File: src/design/psli_pkg.sv
// constants for the port status led indicator
package psli_pkg;
	localparam int PSLI_CLK_HZ = 25000000;
	localparam int PSLI_NPORT = 4;
	localparam int PSLI_NSPEECH = 4;
	localparam int PSLI_NCMD = 4;
	// blink half periods in milliseconds
	localparam int PSLI_LOOP_HALF_MS = 500;
	localparam int PSLI_DIS_HALF_MS = 200;
	localparam int PSLI_TICK_HZ = 1000;
	localparam int PSLI_TICK_CYC = PSLI_CLK_HZ / PSLI_TICK_HZ;
	localparam int PSLI_GUARD_LOSS_MS = 50;
	localparam int PSLI_PWRUP_LOSS_MS = 500;
	localparam int PSLI_MS_W = 10;
	localparam int PSLI_TICK_W = 16;
	localparam logic [PSLI_MS_W-1:0] PSLI_MS_ZERO = 10'h000;
	localparam logic [PSLI_TICK_W-1:0] PSLI_TICK_ZERO = 16'h0000;
	typedef enum logic [1:0] {
		PSLI_TST_NONE = 2'b00,
		PSLI_TST_PASS = 2'b01,
		PSLI_TST_FAIL = 2'b10
	} psli_test_t;
endpackage

File: src/design/psli_top.sv
// front panel led logic for data, speech and teleprotection modules
`timescale 1ns/100ps
module psli_top
	import psli_pkg::*;
#(
	parameter int TICK_CYC = PSLI_TICK_CYC
)
(
	input wire logic i_mclk,
	input wire logic i_resetn,
	// data ports (line levels, asynchronous)
	input wire logic [PSLI_NPORT-1:0] i_port_txd,
	input wire logic [PSLI_NPORT-1:0] i_port_rxd,
	input wire logic [PSLI_NPORT-1:0] i_port_loop,
	input wire logic [PSLI_NPORT-1:0] i_port_disabled,
	output logic [PSLI_NPORT-1:0] o_port_tx_led,
	output logic [PSLI_NPORT-1:0] o_port_rx_led,
	// speech ports signalling wires
	input wire logic [PSLI_NSPEECH-1:0] i_speech_tx_wire,
	input wire logic [PSLI_NSPEECH-1:0] i_speech_rx_wire,
	output logic [PSLI_NSPEECH-1:0] o_speech_tx_led,
	output logic [PSLI_NSPEECH-1:0] o_speech_rx_led,
	// teleprotection status
	input wire logic i_guard_high,
	input wire logic i_guard_low,
	input wire logic i_guard_below_min,
	input wire logic i_signal_present,
	input wire logic [PSLI_NCMD-1:0] i_cmd_tx,
	input wire logic [PSLI_NCMD-1:0] i_cmd_rx,
	input wire logic i_low_snr,
	input wire logic i_test_fail_alarm,
	input wire logic i_device_error,
	input wire logic i_manual_block,
	input wire logic i_config_bad,
	input wire logic i_mgmt_out_block,
	input wire logic i_loop_test_active,
	input wire logic i_test_done,
	input wire logic i_test_pass,
	output logic o_guard_level_ok_led,
	output logic o_signal_loss_led,
	output logic o_rx_blocked,
	output logic o_terminal_alarm_led,
	output logic o_loop_led,
	output logic o_blocking_led,
	output logic o_test_green_led,
	output logic o_test_red_led,
	output logic [PSLI_NCMD-1:0] o_command_transmit_leds,
	output logic [PSLI_NCMD-1:0] o_command_receive_leds
);
	// four vectors per data port, two per speech and command group, 13 single flags
	localparam int NIN = 4 * PSLI_NPORT + 2 * PSLI_NSPEECH + 2 * PSLI_NCMD + 13;

	logic [NIN-1:0] raw_in, syn_in;
	logic [PSLI_NPORT-1:0] txd_s, rxd_s, loop_s, dis_s;
	logic [PSLI_NSPEECH-1:0] stx_s, srx_s;
	logic [PSLI_NCMD-1:0] ctx_s, crx_s;
	logic ghi_s, glo_s, gmin_s, sig_s, snr_s, tfail_s, derr_s, mblk_s;
	logic cfg_s, mgmt_s, ltst_s, tdone_s, tpass_s;
	logic tick, loop_ph, dis_ph;

	// every status flag is a pin, so all pass through the synchroniser
	assign raw_in = {i_port_txd, i_port_rxd, i_port_loop, i_port_disabled,
		i_speech_tx_wire, i_speech_rx_wire, i_cmd_tx, i_cmd_rx,
		i_guard_high, i_guard_low, i_guard_below_min, i_signal_present,
		i_low_snr, i_test_fail_alarm, i_device_error, i_manual_block,
		i_config_bad, i_mgmt_out_block, i_loop_test_active, i_test_done,
		i_test_pass};

	psli_sync #(.W(NIN)) u_sync (
		.i_mclk(i_mclk),
		.i_resetn(i_resetn),
		.i_async(raw_in),
		.o_sync(syn_in)
	);

	// unpack in the same order as the packing above
	assign {txd_s, rxd_s, loop_s, dis_s, stx_s, srx_s, ctx_s, crx_s,
		ghi_s, glo_s, gmin_s, sig_s, snr_s, tfail_s, derr_s, mblk_s,
		cfg_s, mgmt_s, ltst_s, tdone_s, tpass_s} = syn_in;

	psli_timebase #(.TICK_CYC(TICK_CYC)) u_tb (
		.i_mclk(i_mclk),
		.i_resetn(i_resetn),
		.o_tick(tick),
		.o_loop_phase(loop_ph),
		.o_dis_phase(dis_ph)
	);

	// data port led state
	logic [PSLI_NPORT-1:0] ptx_r, ptx_nxt, prx_r, prx_nxt;

	genvar gp;
	generate
		for (gp = 0; gp < PSLI_NPORT; gp++)
		begin : g_port
			// disabled wins over loop, loop wins over activity
			always_comb
			begin
				if (dis_s[gp])
				begin
					ptx_nxt[gp] = dis_ph;
					prx_nxt[gp] = dis_ph;
				end
				else if (loop_s[gp])
				begin
					ptx_nxt[gp] = loop_ph;
					prx_nxt[gp] = ~loop_ph;
				end
				else
				begin
					ptx_nxt[gp] = ~txd_s[gp];
					prx_nxt[gp] = ~rxd_s[gp];
				end
			end
		end
	endgenerate

	// millisecond loss timers
	logic [PSLI_MS_W-1:0] gl_r, gl_nxt, pu_r, pu_nxt;
	logic gloss_r, gloss_nxt, puloss_r, puloss_nxt, pwrup_r, pwrup_nxt;
	logic guard_start, cmd_any;

	assign cmd_any = |crx_s;
	assign guard_start = gmin_s & ~cmd_any;

	// guard loss timer clears as soon as its start condition drops
	always_comb
	begin
		gl_nxt = gl_r;
		gloss_nxt = gloss_r;
		if (!guard_start)
		begin
			gl_nxt = PSLI_MS_ZERO;
			gloss_nxt = 1'b0;
		end
		else if (tick && !gloss_r)
		begin
			if (gl_r == PSLI_MS_W'(PSLI_GUARD_LOSS_MS - 1))
				gloss_nxt = 1'b1;
			else
				gl_nxt = gl_r + 10'h001;
		end
	end

	// power-up window: armed from reset until any signal is first seen
	always_comb
	begin
		pu_nxt = pu_r;
		puloss_nxt = puloss_r;
		pwrup_nxt = pwrup_r;
		if (sig_s || cmd_any)
		begin
			pwrup_nxt = 1'b0; // first reception ends the power-up phase
			pu_nxt = PSLI_MS_ZERO;
			puloss_nxt = 1'b0;
		end
		else if (pwrup_r && tick && !puloss_r)
		begin
			// strictly longer than the limit: fires on the tick after it
			if (pu_r == PSLI_MS_W'(PSLI_PWRUP_LOSS_MS))
				puloss_nxt = 1'b1;
			else
				pu_nxt = pu_r + 10'h001;
		end
	end

	// test result held until the next completed test
	psli_test_t tst_r, tst_nxt;
	logic tgreen_r, tgreen_nxt, tred_r, tred_nxt;

	// a fresh result overwrites the old one; both colours stay dark before any test
	always_comb
	begin
		tst_nxt = tst_r;
		if (tdone_s)
			tst_nxt = tpass_s ? PSLI_TST_PASS : PSLI_TST_FAIL;
		tgreen_nxt = (tst_nxt == PSLI_TST_PASS);
		tred_nxt = (tst_nxt == PSLI_TST_FAIL);
	end

	// teleprotection led outputs, all registered
	logic blk_nxt, alarm_nxt, gok_nxt, loss_nxt, loopled_nxt, blkled_nxt;
	logic blk_r, alarm_r, gok_r, loss_r, loopled_r, blkled_r;
	logic [PSLI_NCMD-1:0] ctx_r, ctx_nxt, crx_r, crx_nxt;
	logic [PSLI_NSPEECH-1:0] stx_r, stx_nxt, srx_r, srx_nxt;

	// blocked has no source but signal loss here, so both flags always agree
	always_comb
	begin
		gok_nxt = ~ghi_s & ~glo_s;
		loss_nxt = gloss_r | puloss_r;
		blk_nxt = loss_nxt;
		alarm_nxt = blk_nxt | loss_nxt | snr_s | (ghi_s | glo_s) | tfail_s
			| derr_s | mblk_s | cfg_s;
		loopled_nxt = ltst_s;
		blkled_nxt = blk_nxt | mgmt_s;
		ctx_nxt = ctx_s;
		crx_nxt = crx_s;
		stx_nxt = stx_s;
		srx_nxt = srx_s;
	end

	// port led registers
	always_ff @(posedge i_mclk or negedge i_resetn)
	begin
		if (!i_resetn)
		begin
			ptx_r <= '0;
			prx_r <= '0;
		end
		else
		begin
			ptx_r <= ptx_nxt;
			prx_r <= prx_nxt;
		end
	end

	// guard loss timer registers
	always_ff @(posedge i_mclk or negedge i_resetn)
	begin
		if (!i_resetn)
		begin
			gl_r <= PSLI_MS_ZERO;
			gloss_r <= 1'b0;
		end
		else
		begin
			gl_r <= gl_nxt;
			gloss_r <= gloss_nxt;
		end
	end

	// power-up window registers; the window opens armed out of reset
	always_ff @(posedge i_mclk or negedge i_resetn)
	begin
		if (!i_resetn)
		begin
			pu_r <= PSLI_MS_ZERO;
			puloss_r <= 1'b0;
			pwrup_r <= 1'b1;
		end
		else
		begin
			pu_r <= pu_nxt;
			puloss_r <= puloss_nxt;
			pwrup_r <= pwrup_nxt;
		end
	end

	// test result registers
	always_ff @(posedge i_mclk or negedge i_resetn)
	begin
		if (!i_resetn)
		begin
			tst_r <= PSLI_TST_NONE;
			tgreen_r <= 1'b0;
			tred_r <= 1'b0;
		end
		else
		begin
			tst_r <= tst_nxt;
			tgreen_r <= tgreen_nxt;
			tred_r <= tred_nxt;
		end
	end

	// teleprotection and speech led registers
	always_ff @(posedge i_mclk or negedge i_resetn)
	begin
		if (!i_resetn)
		begin
			blk_r <= 1'b0;
			alarm_r <= 1'b0;
			gok_r <= 1'b0;
			loss_r <= 1'b0;
			loopled_r <= 1'b0;
			blkled_r <= 1'b0;
			ctx_r <= '0;
			crx_r <= '0;
			stx_r <= '0;
			srx_r <= '0;
		end
		else
		begin
			blk_r <= blk_nxt;
			alarm_r <= alarm_nxt;
			gok_r <= gok_nxt;
			loss_r <= loss_nxt;
			loopled_r <= loopled_nxt;
			blkled_r <= blkled_nxt;
			ctx_r <= ctx_nxt;
			crx_r <= crx_nxt;
			stx_r <= stx_nxt;
			srx_r <= srx_nxt;
		end
	end

	assign o_port_tx_led = ptx_r;
	assign o_port_rx_led = prx_r;
	assign o_speech_tx_led = stx_r;
	assign o_speech_rx_led = srx_r;
	assign o_guard_level_ok_led = gok_r;
	assign o_signal_loss_led = loss_r;
	assign o_rx_blocked = blk_r;
	assign o_terminal_alarm_led = alarm_r;
	assign o_loop_led = loopled_r;
	assign o_blocking_led = blkled_r;
	assign o_test_green_led = tgreen_r;
	assign o_test_red_led = tred_r;
	assign o_command_transmit_leds = ctx_r;
	assign o_command_receive_leds = crx_r;
endmodule

File: src/design/psli_timebase.sv
// free-running millisecond tick and the two blink phases
`timescale 1ns/100ps
module psli_timebase
	import psli_pkg::*;
#(
	parameter int TICK_CYC = PSLI_TICK_CYC
)
(
	input wire logic i_mclk,
	input wire logic i_resetn,
	output logic o_tick,
	output logic o_loop_phase,
	output logic o_dis_phase
);
	logic [PSLI_TICK_W-1:0] div_r, div_nxt;
	logic [PSLI_MS_W-1:0] loop_r, loop_nxt, dis_r, dis_nxt;
	logic tick_r, tick_nxt, lph_r, lph_nxt, dph_r, dph_nxt;

	// counters never stop, so blink phase is shared by all ports
	always_comb
	begin
		div_nxt = div_r + 16'h0001;
		tick_nxt = 1'b0;
		loop_nxt = loop_r;
		dis_nxt = dis_r;
		lph_nxt = lph_r;
		dph_nxt = dph_r;
		if (div_r == PSLI_TICK_W'(TICK_CYC - 1))
		begin
			div_nxt = PSLI_TICK_ZERO;
			tick_nxt = 1'b1;
			loop_nxt = loop_r + 10'h001;
			dis_nxt = dis_r + 10'h001;
			if (loop_r == PSLI_MS_W'(PSLI_LOOP_HALF_MS - 1))
			begin
				loop_nxt = PSLI_MS_ZERO;
				lph_nxt = ~lph_r;
			end
			if (dis_r == PSLI_MS_W'(PSLI_DIS_HALF_MS - 1))
			begin
				dis_nxt = PSLI_MS_ZERO;
				dph_nxt = ~dph_r;
			end
		end
	end

	// register stage
	always_ff @(posedge i_mclk or negedge i_resetn)
	begin
		if (!i_resetn)
		begin
			div_r <= PSLI_TICK_ZERO;
			loop_r <= PSLI_MS_ZERO;
			dis_r <= PSLI_MS_ZERO;
			tick_r <= 1'b0;
			lph_r <= 1'b0;
			dph_r <= 1'b0;
		end
		else
		begin
			div_r <= div_nxt;
			loop_r <= loop_nxt;
			dis_r <= dis_nxt;
			tick_r <= tick_nxt;
			lph_r <= lph_nxt;
			dph_r <= dph_nxt;
		end
	end

	assign o_tick = tick_r;
	assign o_loop_phase = lph_r;
	assign o_dis_phase = dph_r;
endmodule

File: src/design/psli_sync.sv
// two-flop synchroniser for a vector of pin inputs
`timescale 1ns/100ps
module psli_sync
#(
	parameter int W = 1
)
(
	input wire logic i_mclk,
	input wire logic i_resetn,
	input wire logic [W-1:0] i_async,
	output logic [W-1:0] o_sync
);
	logic [W-1:0] s1_r, s2_r;

	// first stage feeds only the second
	always_ff @(posedge i_mclk or negedge i_resetn)
	begin
		if (!i_resetn)
		begin
			s1_r <= '0;
			s2_r <= '0;
		end
		else
		begin
			s1_r <= i_async;
			s2_r <= s1_r;
		end
	end

	assign o_sync = s2_r;
endmodule

File: config.mk
export PLATFORM = sky130hd
export DESIGN_NAME = psli_top
export DESIGN_NICKNAME = d
export VERILOG_FILES = /design/src/design/psli_pkg.sv /design/src/design/psli_top.sv /design/src/design/psli_timebase.sv /design/src/design/psli_sync.sv
export SDC_FILE = /design/constraint.sdc
export NUM_CORES = 1
export LEC_CHECK = 0
export ABC_AREA = 1
export CORE_UTILIZATION = 45
export CTS_CLUSTER_SIZE = 16
export DETAILED_ROUTE_END_ITERATION = 8
export DONT_BUFFER_PORTS = 1
export PLACE_DENSITY = 0.7
export SLEW_MARGIN = 40
export SYNTH_ARGS = -nofsm -noshare
export SYNTH_HDL_FRONTEND = slang
export SYNTH_SLANG_ARGS = --single-unit
File: constraint.sdc
create_clock -name i_mclk -period 2.26 [get_ports i_mclk]
set_clock_uncertainty 0.05 [all_clocks]
set_input_delay 0.226 -clock i_mclk [delete_from_list [all_inputs] [get_ports i_mclk]]
set_output_delay 0.226 -clock i_mclk [all_outputs]
set_load 0.005 [all_outputs]
==> metrics, run 1 <==
top-count cell post-synth=dfrtp_1; DRT iter0 DRCs=319; CP Capture Point=u_tb.o_dis_phase; maxcap violations=0; DRC=0; post-synthesis sequential area ratio=65.7%; CP Cell Sequence=ha_1 > nand3_1 > nand3b_4 > nor2_4 > nand2_1 > nand2_1 > nand2_1; DR pass1 iterations=5; worst path bufs/invs=0; final core utilization=54.3%; vias per inst=4.76; top cells by area, synth=dfrtp_1 (65%), nand2_1 (8.6%), inv_1 (4.2%), nand3_1 (3.4%), nor2_1 (3.0%); CTS tree=yes; routed length per instance=12.8 um; Synth Cell Area=7050 um^2; synthesized area per cell=10.4 um^2; Post-synth EDFFs=0; I/O Pins=79; largest net degree at the start of global routing=186; CTS Buffer Depth=2; Antenna Violating Nets Remaining=0; Worst path slowest cell=dfrtp_1; Setup CP Type=reg2reg; min cycle time layout=1580 ps; die area=16200 um^2; DR vias=4552; crit path launch type=register; Net Count, Synth=732; HPWL Detailed=7.84 mm; antenna violations before repair=0; peak supply drop=0.895 mV; Setup WS post-layout=683 ps; power per cell area=786 nW/um^2; Row Count=45; die width=127 um; final WL=12.3 mm; Worst Path Required=2540 ps; post-synthesis cell type with the largest combined area=dfrtp_1; actual slew at the worst max-slew pin=531 ps; # setup viols final=0; GR Overflow Total=0; Initial Utilization=46.2%; CTS clk-pin slew, worst paths=70 ps; Final Net Count=787; power consumption=6520 uW; crit-path leading delay family=simple AND/OR/NAND/NOR gates; Final TNS setup=0 ps; first-pass GRT wire length=20.7 mm; Crit. Startpoint=u_tb.div_r[0]; cts hold-fix bufs=45; min-delay worst type=in2async; TritonCTS buffer count=17; worst hold margin=-556 ps; cell count along the critical path=7; GP Congestion=0.872; Slew HR=64.5%; r2r endpoint=u_tb.o_dis_phase; root buffer cell=clkbuf_16; synth warn=0; critical path data arrival time=1860 ps; LEAKAGE=0.00388 uW; Commonest cells post-synth=dfrtp_1 (184), nand2_1 (162), inv_1 (78); Final Hold Viols=185; reg-to-reg slack, setup=680 ps; vias in the first global route=4510; ys async rst share=100%; largest fanout on the critical path=16; f_max=634 MHz; number of diodes=0; GRT Overall Usage=16.5%; share of layout cells above drive strength 1=8.98%; Die H=127 um; failing checks=hold timing; # resized after CTS=0; Setup Buffers After CTS=0; Post-Place Worst Slack=644 ps; FF-to-FF Start=u_tb.div_r[0]; most frequent CP cell=nand2_1; status=finished with violations; IO buf count=0; cells after synthesis=678; RSZ-0062 raised after global routing=false; post-synthesis cell type count=35; Core Box Area=15300 um^2; Slew Limit Fails=0; flops & latches, synth=185; critical path endpoint category=register; reg2reg path depth=7; Top FF cell, synth=dfrtp_1; Yosys top cell area share=65.3%; Clock Sinks=185; Final period util=69.8%; clk_lat worst skew=430 ps; P&R area growth vs syn=17.6%; htree depth=4; CP peak stage delay=380 ps
==> worst register-to-register path: cells and delay by family, from the launching register on <==
family / cells / cell delay [ps]
fa+ha+maj: 1 / 220
simple gates: 6 / 820
flops: 1 / 380
==> registers in the layout, indices dropped and copies added, names as in the netlist, 2 cells and up <==
register,cells
tst_r,2
u_sync.o_sync,45
o_port_rx_led,4
o_speech_tx_led,4
u_tb.dis_r,10
o_command_transmit_leds,4
o_command_receive_leds,4
u_tb.div_r,16
gl_r,10
o_port_tx_led,4
u_sync.s1_r,45
u_tb.loop_r,10
pu_r,10
o_speech_rx_led,4
==> area by class of cell <==
| type | count | area, um^2 |
|---|---|---|
| timing repair buffer | 46 | 458 |
| tap | 211 | 264 |
| sequential | 185 | 4630 |
| clock inverter | 15 | 184 |
| fill | 1275 | 6970 |
| inverter | 83 | 317 |
| multi-input combinational | 400 | 2010 |
| clock buffer | 17 | 425 |
==> routing by layer <==
layer,routed length [um],up-vias,share of wire [%],global-route usage [%]
li1,-,2249,-,-
met1,5250,2174,43,19.7
met2,6360,113,52,28.0
met3,515,16,4.2,5.61
met4,149,0,1.2,5.60
met5,0,-,0,0
==> worst min-delay path by stage <==
stage          startpoint       to  slack [ps]  cells after the start
2_1_floorplan    i_resetn  gl_r[0]        -120                      0
3_3_place_gp     i_resetn  gl_r[4]        -110                      0
3_5_place_dp     i_resetn  gl_r[5]        -110                      0
4_1_cts          i_resetn  pu_r[7]        -580                      0
5_1_grt          i_resetn  gl_r[2]        -580                      0
6_report         i_resetn  gl_r[4]        -560                      0
==> where the power goes <==
group          switching, uW  total [uW]  internal [uW]
clock network           1360        2950           1590
registers               44.0        3470           3420
logic                   35.1        98.3           63.2
total                   1440        6520           5070
==> through the flow <==
| stage | instance area [um^2] | cells | hold WS, ps |
|---|---|---|---|
| CTS | 8290 | 957 | -578 |
| floorplan | 7050 | 678 | -120 |
| detailed placement | 7230 | 880 | -111 |
| global route | 8290 | 957 | -582 |
| global placement | 7230 | 880 | -111 |
| finish | 8290 | 957 | -556 |
==> cells in the final DEF (no fill, tap or decap), drive strengths merged <==
cell and count:
dfrtp 184, nand2 165, inv 87, nor2 64, nand3 50, dlygate4sd3 45
o21ai 36, nand4 23, clkbuf 17, xor2 16, nor3 15, clkinv 8
ha 7, or2 6, xnor2 4, o211ai 4, a21oi 4, nand3b 4
clkinvlp 2, nor4 1, o21bai 1, bufinv 1, buf 1, dfstp 1
==> cell families (layout without fill, tap and decap cells) <==
family          Yosys count  in the layout  share of synthesized area [%]
compound gates           45             45                           3.64
xor+xnor                 20             20                           2.48
fa+ha+maj                 7              7                           1.24
buf+inv                  93            161                           5.75
flops                   185            185                           65.7
simple gates            328            328                           21.2
No activity file was read; power rests on OpenSTA's default activity.
==> run 2, diff against run 1 <==
==> constraint.sdc (replaced) <==
create_clock -name i_mclk -period 1.5 [get_ports i_mclk]
set_clock_uncertainty 0.05 [all_clocks]
set_input_delay 0.15 -clock i_mclk [delete_from_list [all_inputs] [get_ports i_mclk]]
set_output_delay 0.15 -clock i_mclk [all_outputs]
set_load 0.005 [all_outputs]
==> run 2 against run 1 <==
Net effect: the flow still finishes with violations (hold timing); largest power group unchanged; combinational power up 54%; final cell count is 3.2% higher; design area rose by 5.7%; fmax increased by 8.4%; clock power increased by 64%; register-to-register slack got worse by 640 ps.
==> metrics, run 2 (synthesis results as in run 1) <==
status=finished with violations (unchanged); failing checks=hold timing (unchanged); reg-to-reg slack, setup=50 ps (was 680 ps); TritonCTS buffer count=17 (unchanged); antenna violations before repair=0 (unchanged); GP Congestion=0.889 (was 0.872); DP Area=7380 um^2 (was 7230 um^2); Worst Path Required=1820 ps (was 2540 ps); Final Net Count=818 (was 787); FILL cells=1213 (was 1275); most frequent cells in the layout=dfrtp_1 (182), nand2_1 (151), inv_1 (76) (was dfrtp_1 (184), nand2_1 (162), inv_1 (78)); cts hold-fix bufs=45 (unchanged); share of layout cells above drive strength 1=17.0% (was 8.98%); FF-to-FF Start=u_tb.dis_r[1] (was u_tb.div_r[0]); maxcap violations=0 (unchanged); Die H=127 um (unchanged); Slew HR=78.8% (was 64.5%); Antenna Violating Nets Remaining=0 (unchanged); IO buf count=0 (unchanged); final WL=13.4 mm (was 12.3 mm); Clock Sinks=185 (unchanged); vias per inst=4.84 (was 4.76); htree depth=4 (unchanged); die area=16200 um^2 (unchanged); min cycle time layout=1450 ps (was 1580 ps); Slew Limit Fails=0 (unchanged); # setup viols final=0 (unchanged); reg2reg path depth=6 (was 7); Initial Utilization=46.2% (unchanged); RSZ-0062 raised after global routing=true (was false); critical path data arrival time=1770 ps (was 1860 ps); CTS Buffer Depth=2 (unchanged); GRT Overall Usage=17.6% (was 16.5%); dpl cells=897 (was 880); number of diodes=0 (unchanged); Final Hold Viols=185 (unchanged); final core utilization=57.4% (was 54.3%); min-delay worst type=in2async (unchanged); vias in the first global route=4750 (was 4510); Final period util=97.0% (was 69.8%); CTS clk-pin slew, worst paths=70 ps (about the same); DRT iter0 DRCs=304 (was 319); Core Box Area=15300 um^2 (unchanged); clk_lat worst skew=430 ps (about the same); crit path launch type=register (unchanged); CTS tree=yes (unchanged); commonest non-fill, non-tap cell in the layout=dfrtp_1 (unchanged); critical path endpoint category=register (unchanged); DR vias=4786 (was 4552); I/O Pins=79 (unchanged); Setup CP Type=reg2reg (unchanged); DRC=0 (unchanged); HPWL Detailed=8.18 mm (was 7.84 mm); die width=127 um (unchanged); Final Cell Area=8760 um^2 (was 8290 um^2); root buffer cell=clkbuf_16 (unchanged); Final TNS setup=0 ps (unchanged); fin cells=988 (was 957); f_max=688 MHz (was 634 MHz); r2r endpoint=u_tb.o_dis_phase (unchanged); largest fanout on the critical path=5 (was 16); P&R area growth vs syn=24.3% (was 17.6%); GR Overflow Total=0 (unchanged); actual slew at the worst max-slew pin=315 ps (was 531 ps); worst hold margin=-622 ps (was -556 ps); first-pass GRT wire length=22.3 mm (was 20.7 mm); peak supply drop=1.02 mV (was 0.895 mV); routed length per instance=13.6 um (was 12.8 um); largest net degree at the start of global routing=186 (unchanged); DR pass1 iterations=5 (unchanged); power per cell area=1160 nW/um^2 (was 786 nW/um^2); LEAKAGE=0.00414 uW (was 0.00388 uW); Row Count=45 (unchanged)
[run 2: cell types whose count changed in the layout (fill, tap and decap cells not counted), sizes merged]
cell and delta:
bufinv +2, inv +3, clkinv -4, buf +30, clkbuf +2, clkinvlp -2
[run 2: through the flow]
stage	setup slack, ps	power [uW]	hold slack [ps]
4_1_cts	8.59	10300	-645
3_3_place_gp	32.7	5360	-187
5_1_grt	-61.2	10500	-651
2_1_floorplan	141	5340	-196
6_report	45.5	10200	-622
3_5_place_dp	-43.6	5370	-187
[run 2: critical path, stage by stage (launching register included)]
cell and delay, ps:
dfrtp_1 450, ha_4 200, nand3_2 110, nor3_4 300
buf_4 160, nand3_2 60, nand2_1 70
[run 2: worst max-delay path by stage]
stage,startpoint,end,slack (ps),cells after the start
floorplan,pu_r[0],pu_r[7],140,11
global placement,u_tb.dis_r[1],u_tb.dis_r[6],30,5
detailed placement,u_tb.dis_r[1],u_tb.dis_r[3],-40,6
CTS,u_tb.div_r[0],u_tb.loop_r[0],9,7
global route,u_tb.div_r[10],u_tb.o_loop_phase,-60,7
finish,u_tb.dis_r[1],u_tb.o_dis_phase,50,6
[run 2: routing by layer]
| layer | vias up | routed length [um] | GRT usage [%] |
|---|---|---|---|
| li1 | 2321 | - | - |
| met2 | 114 | 6990 | 30.4 |
| met4 | 0 | 270 | 5.74 |
| met3 | 24 | 553 | 5.28 |
| met5 | - | 0 | 0 |
| met1 | 2327 | 5610 | 21.2 |
[run 2: layout make-up]
cell class	instances	area (um^2)	share of cell area, %
tap	211	264	3.01
clock inverter	13	200	2.28
sequential	185	4630	52.9
timing repair inverter	1	8.76	0.0999
inverter	83	319	3.64
multi-input combinational	400	2170	24.8
clock buffer	19	453	5.17
timing repair buffer	76	712	8.12
[run 2: power breakdown]
part | internal (uW) | total (uW) | switching (uW)
Sequential | 5150 | 5230 | 71.5
Combinational | 97.1 | 151 | 54.2
Clock | 2810 | 4830 | 2020
Total | 8060 | 10200 | 2150
[run 2: timing repair]
action	CTS	global route
hold endpoints to repair	230	185
endpoints found under the setup margin	4	51
pin swaps	1	23
resized for setup	1	48
cloned	0	1
buffers inserted	0	13
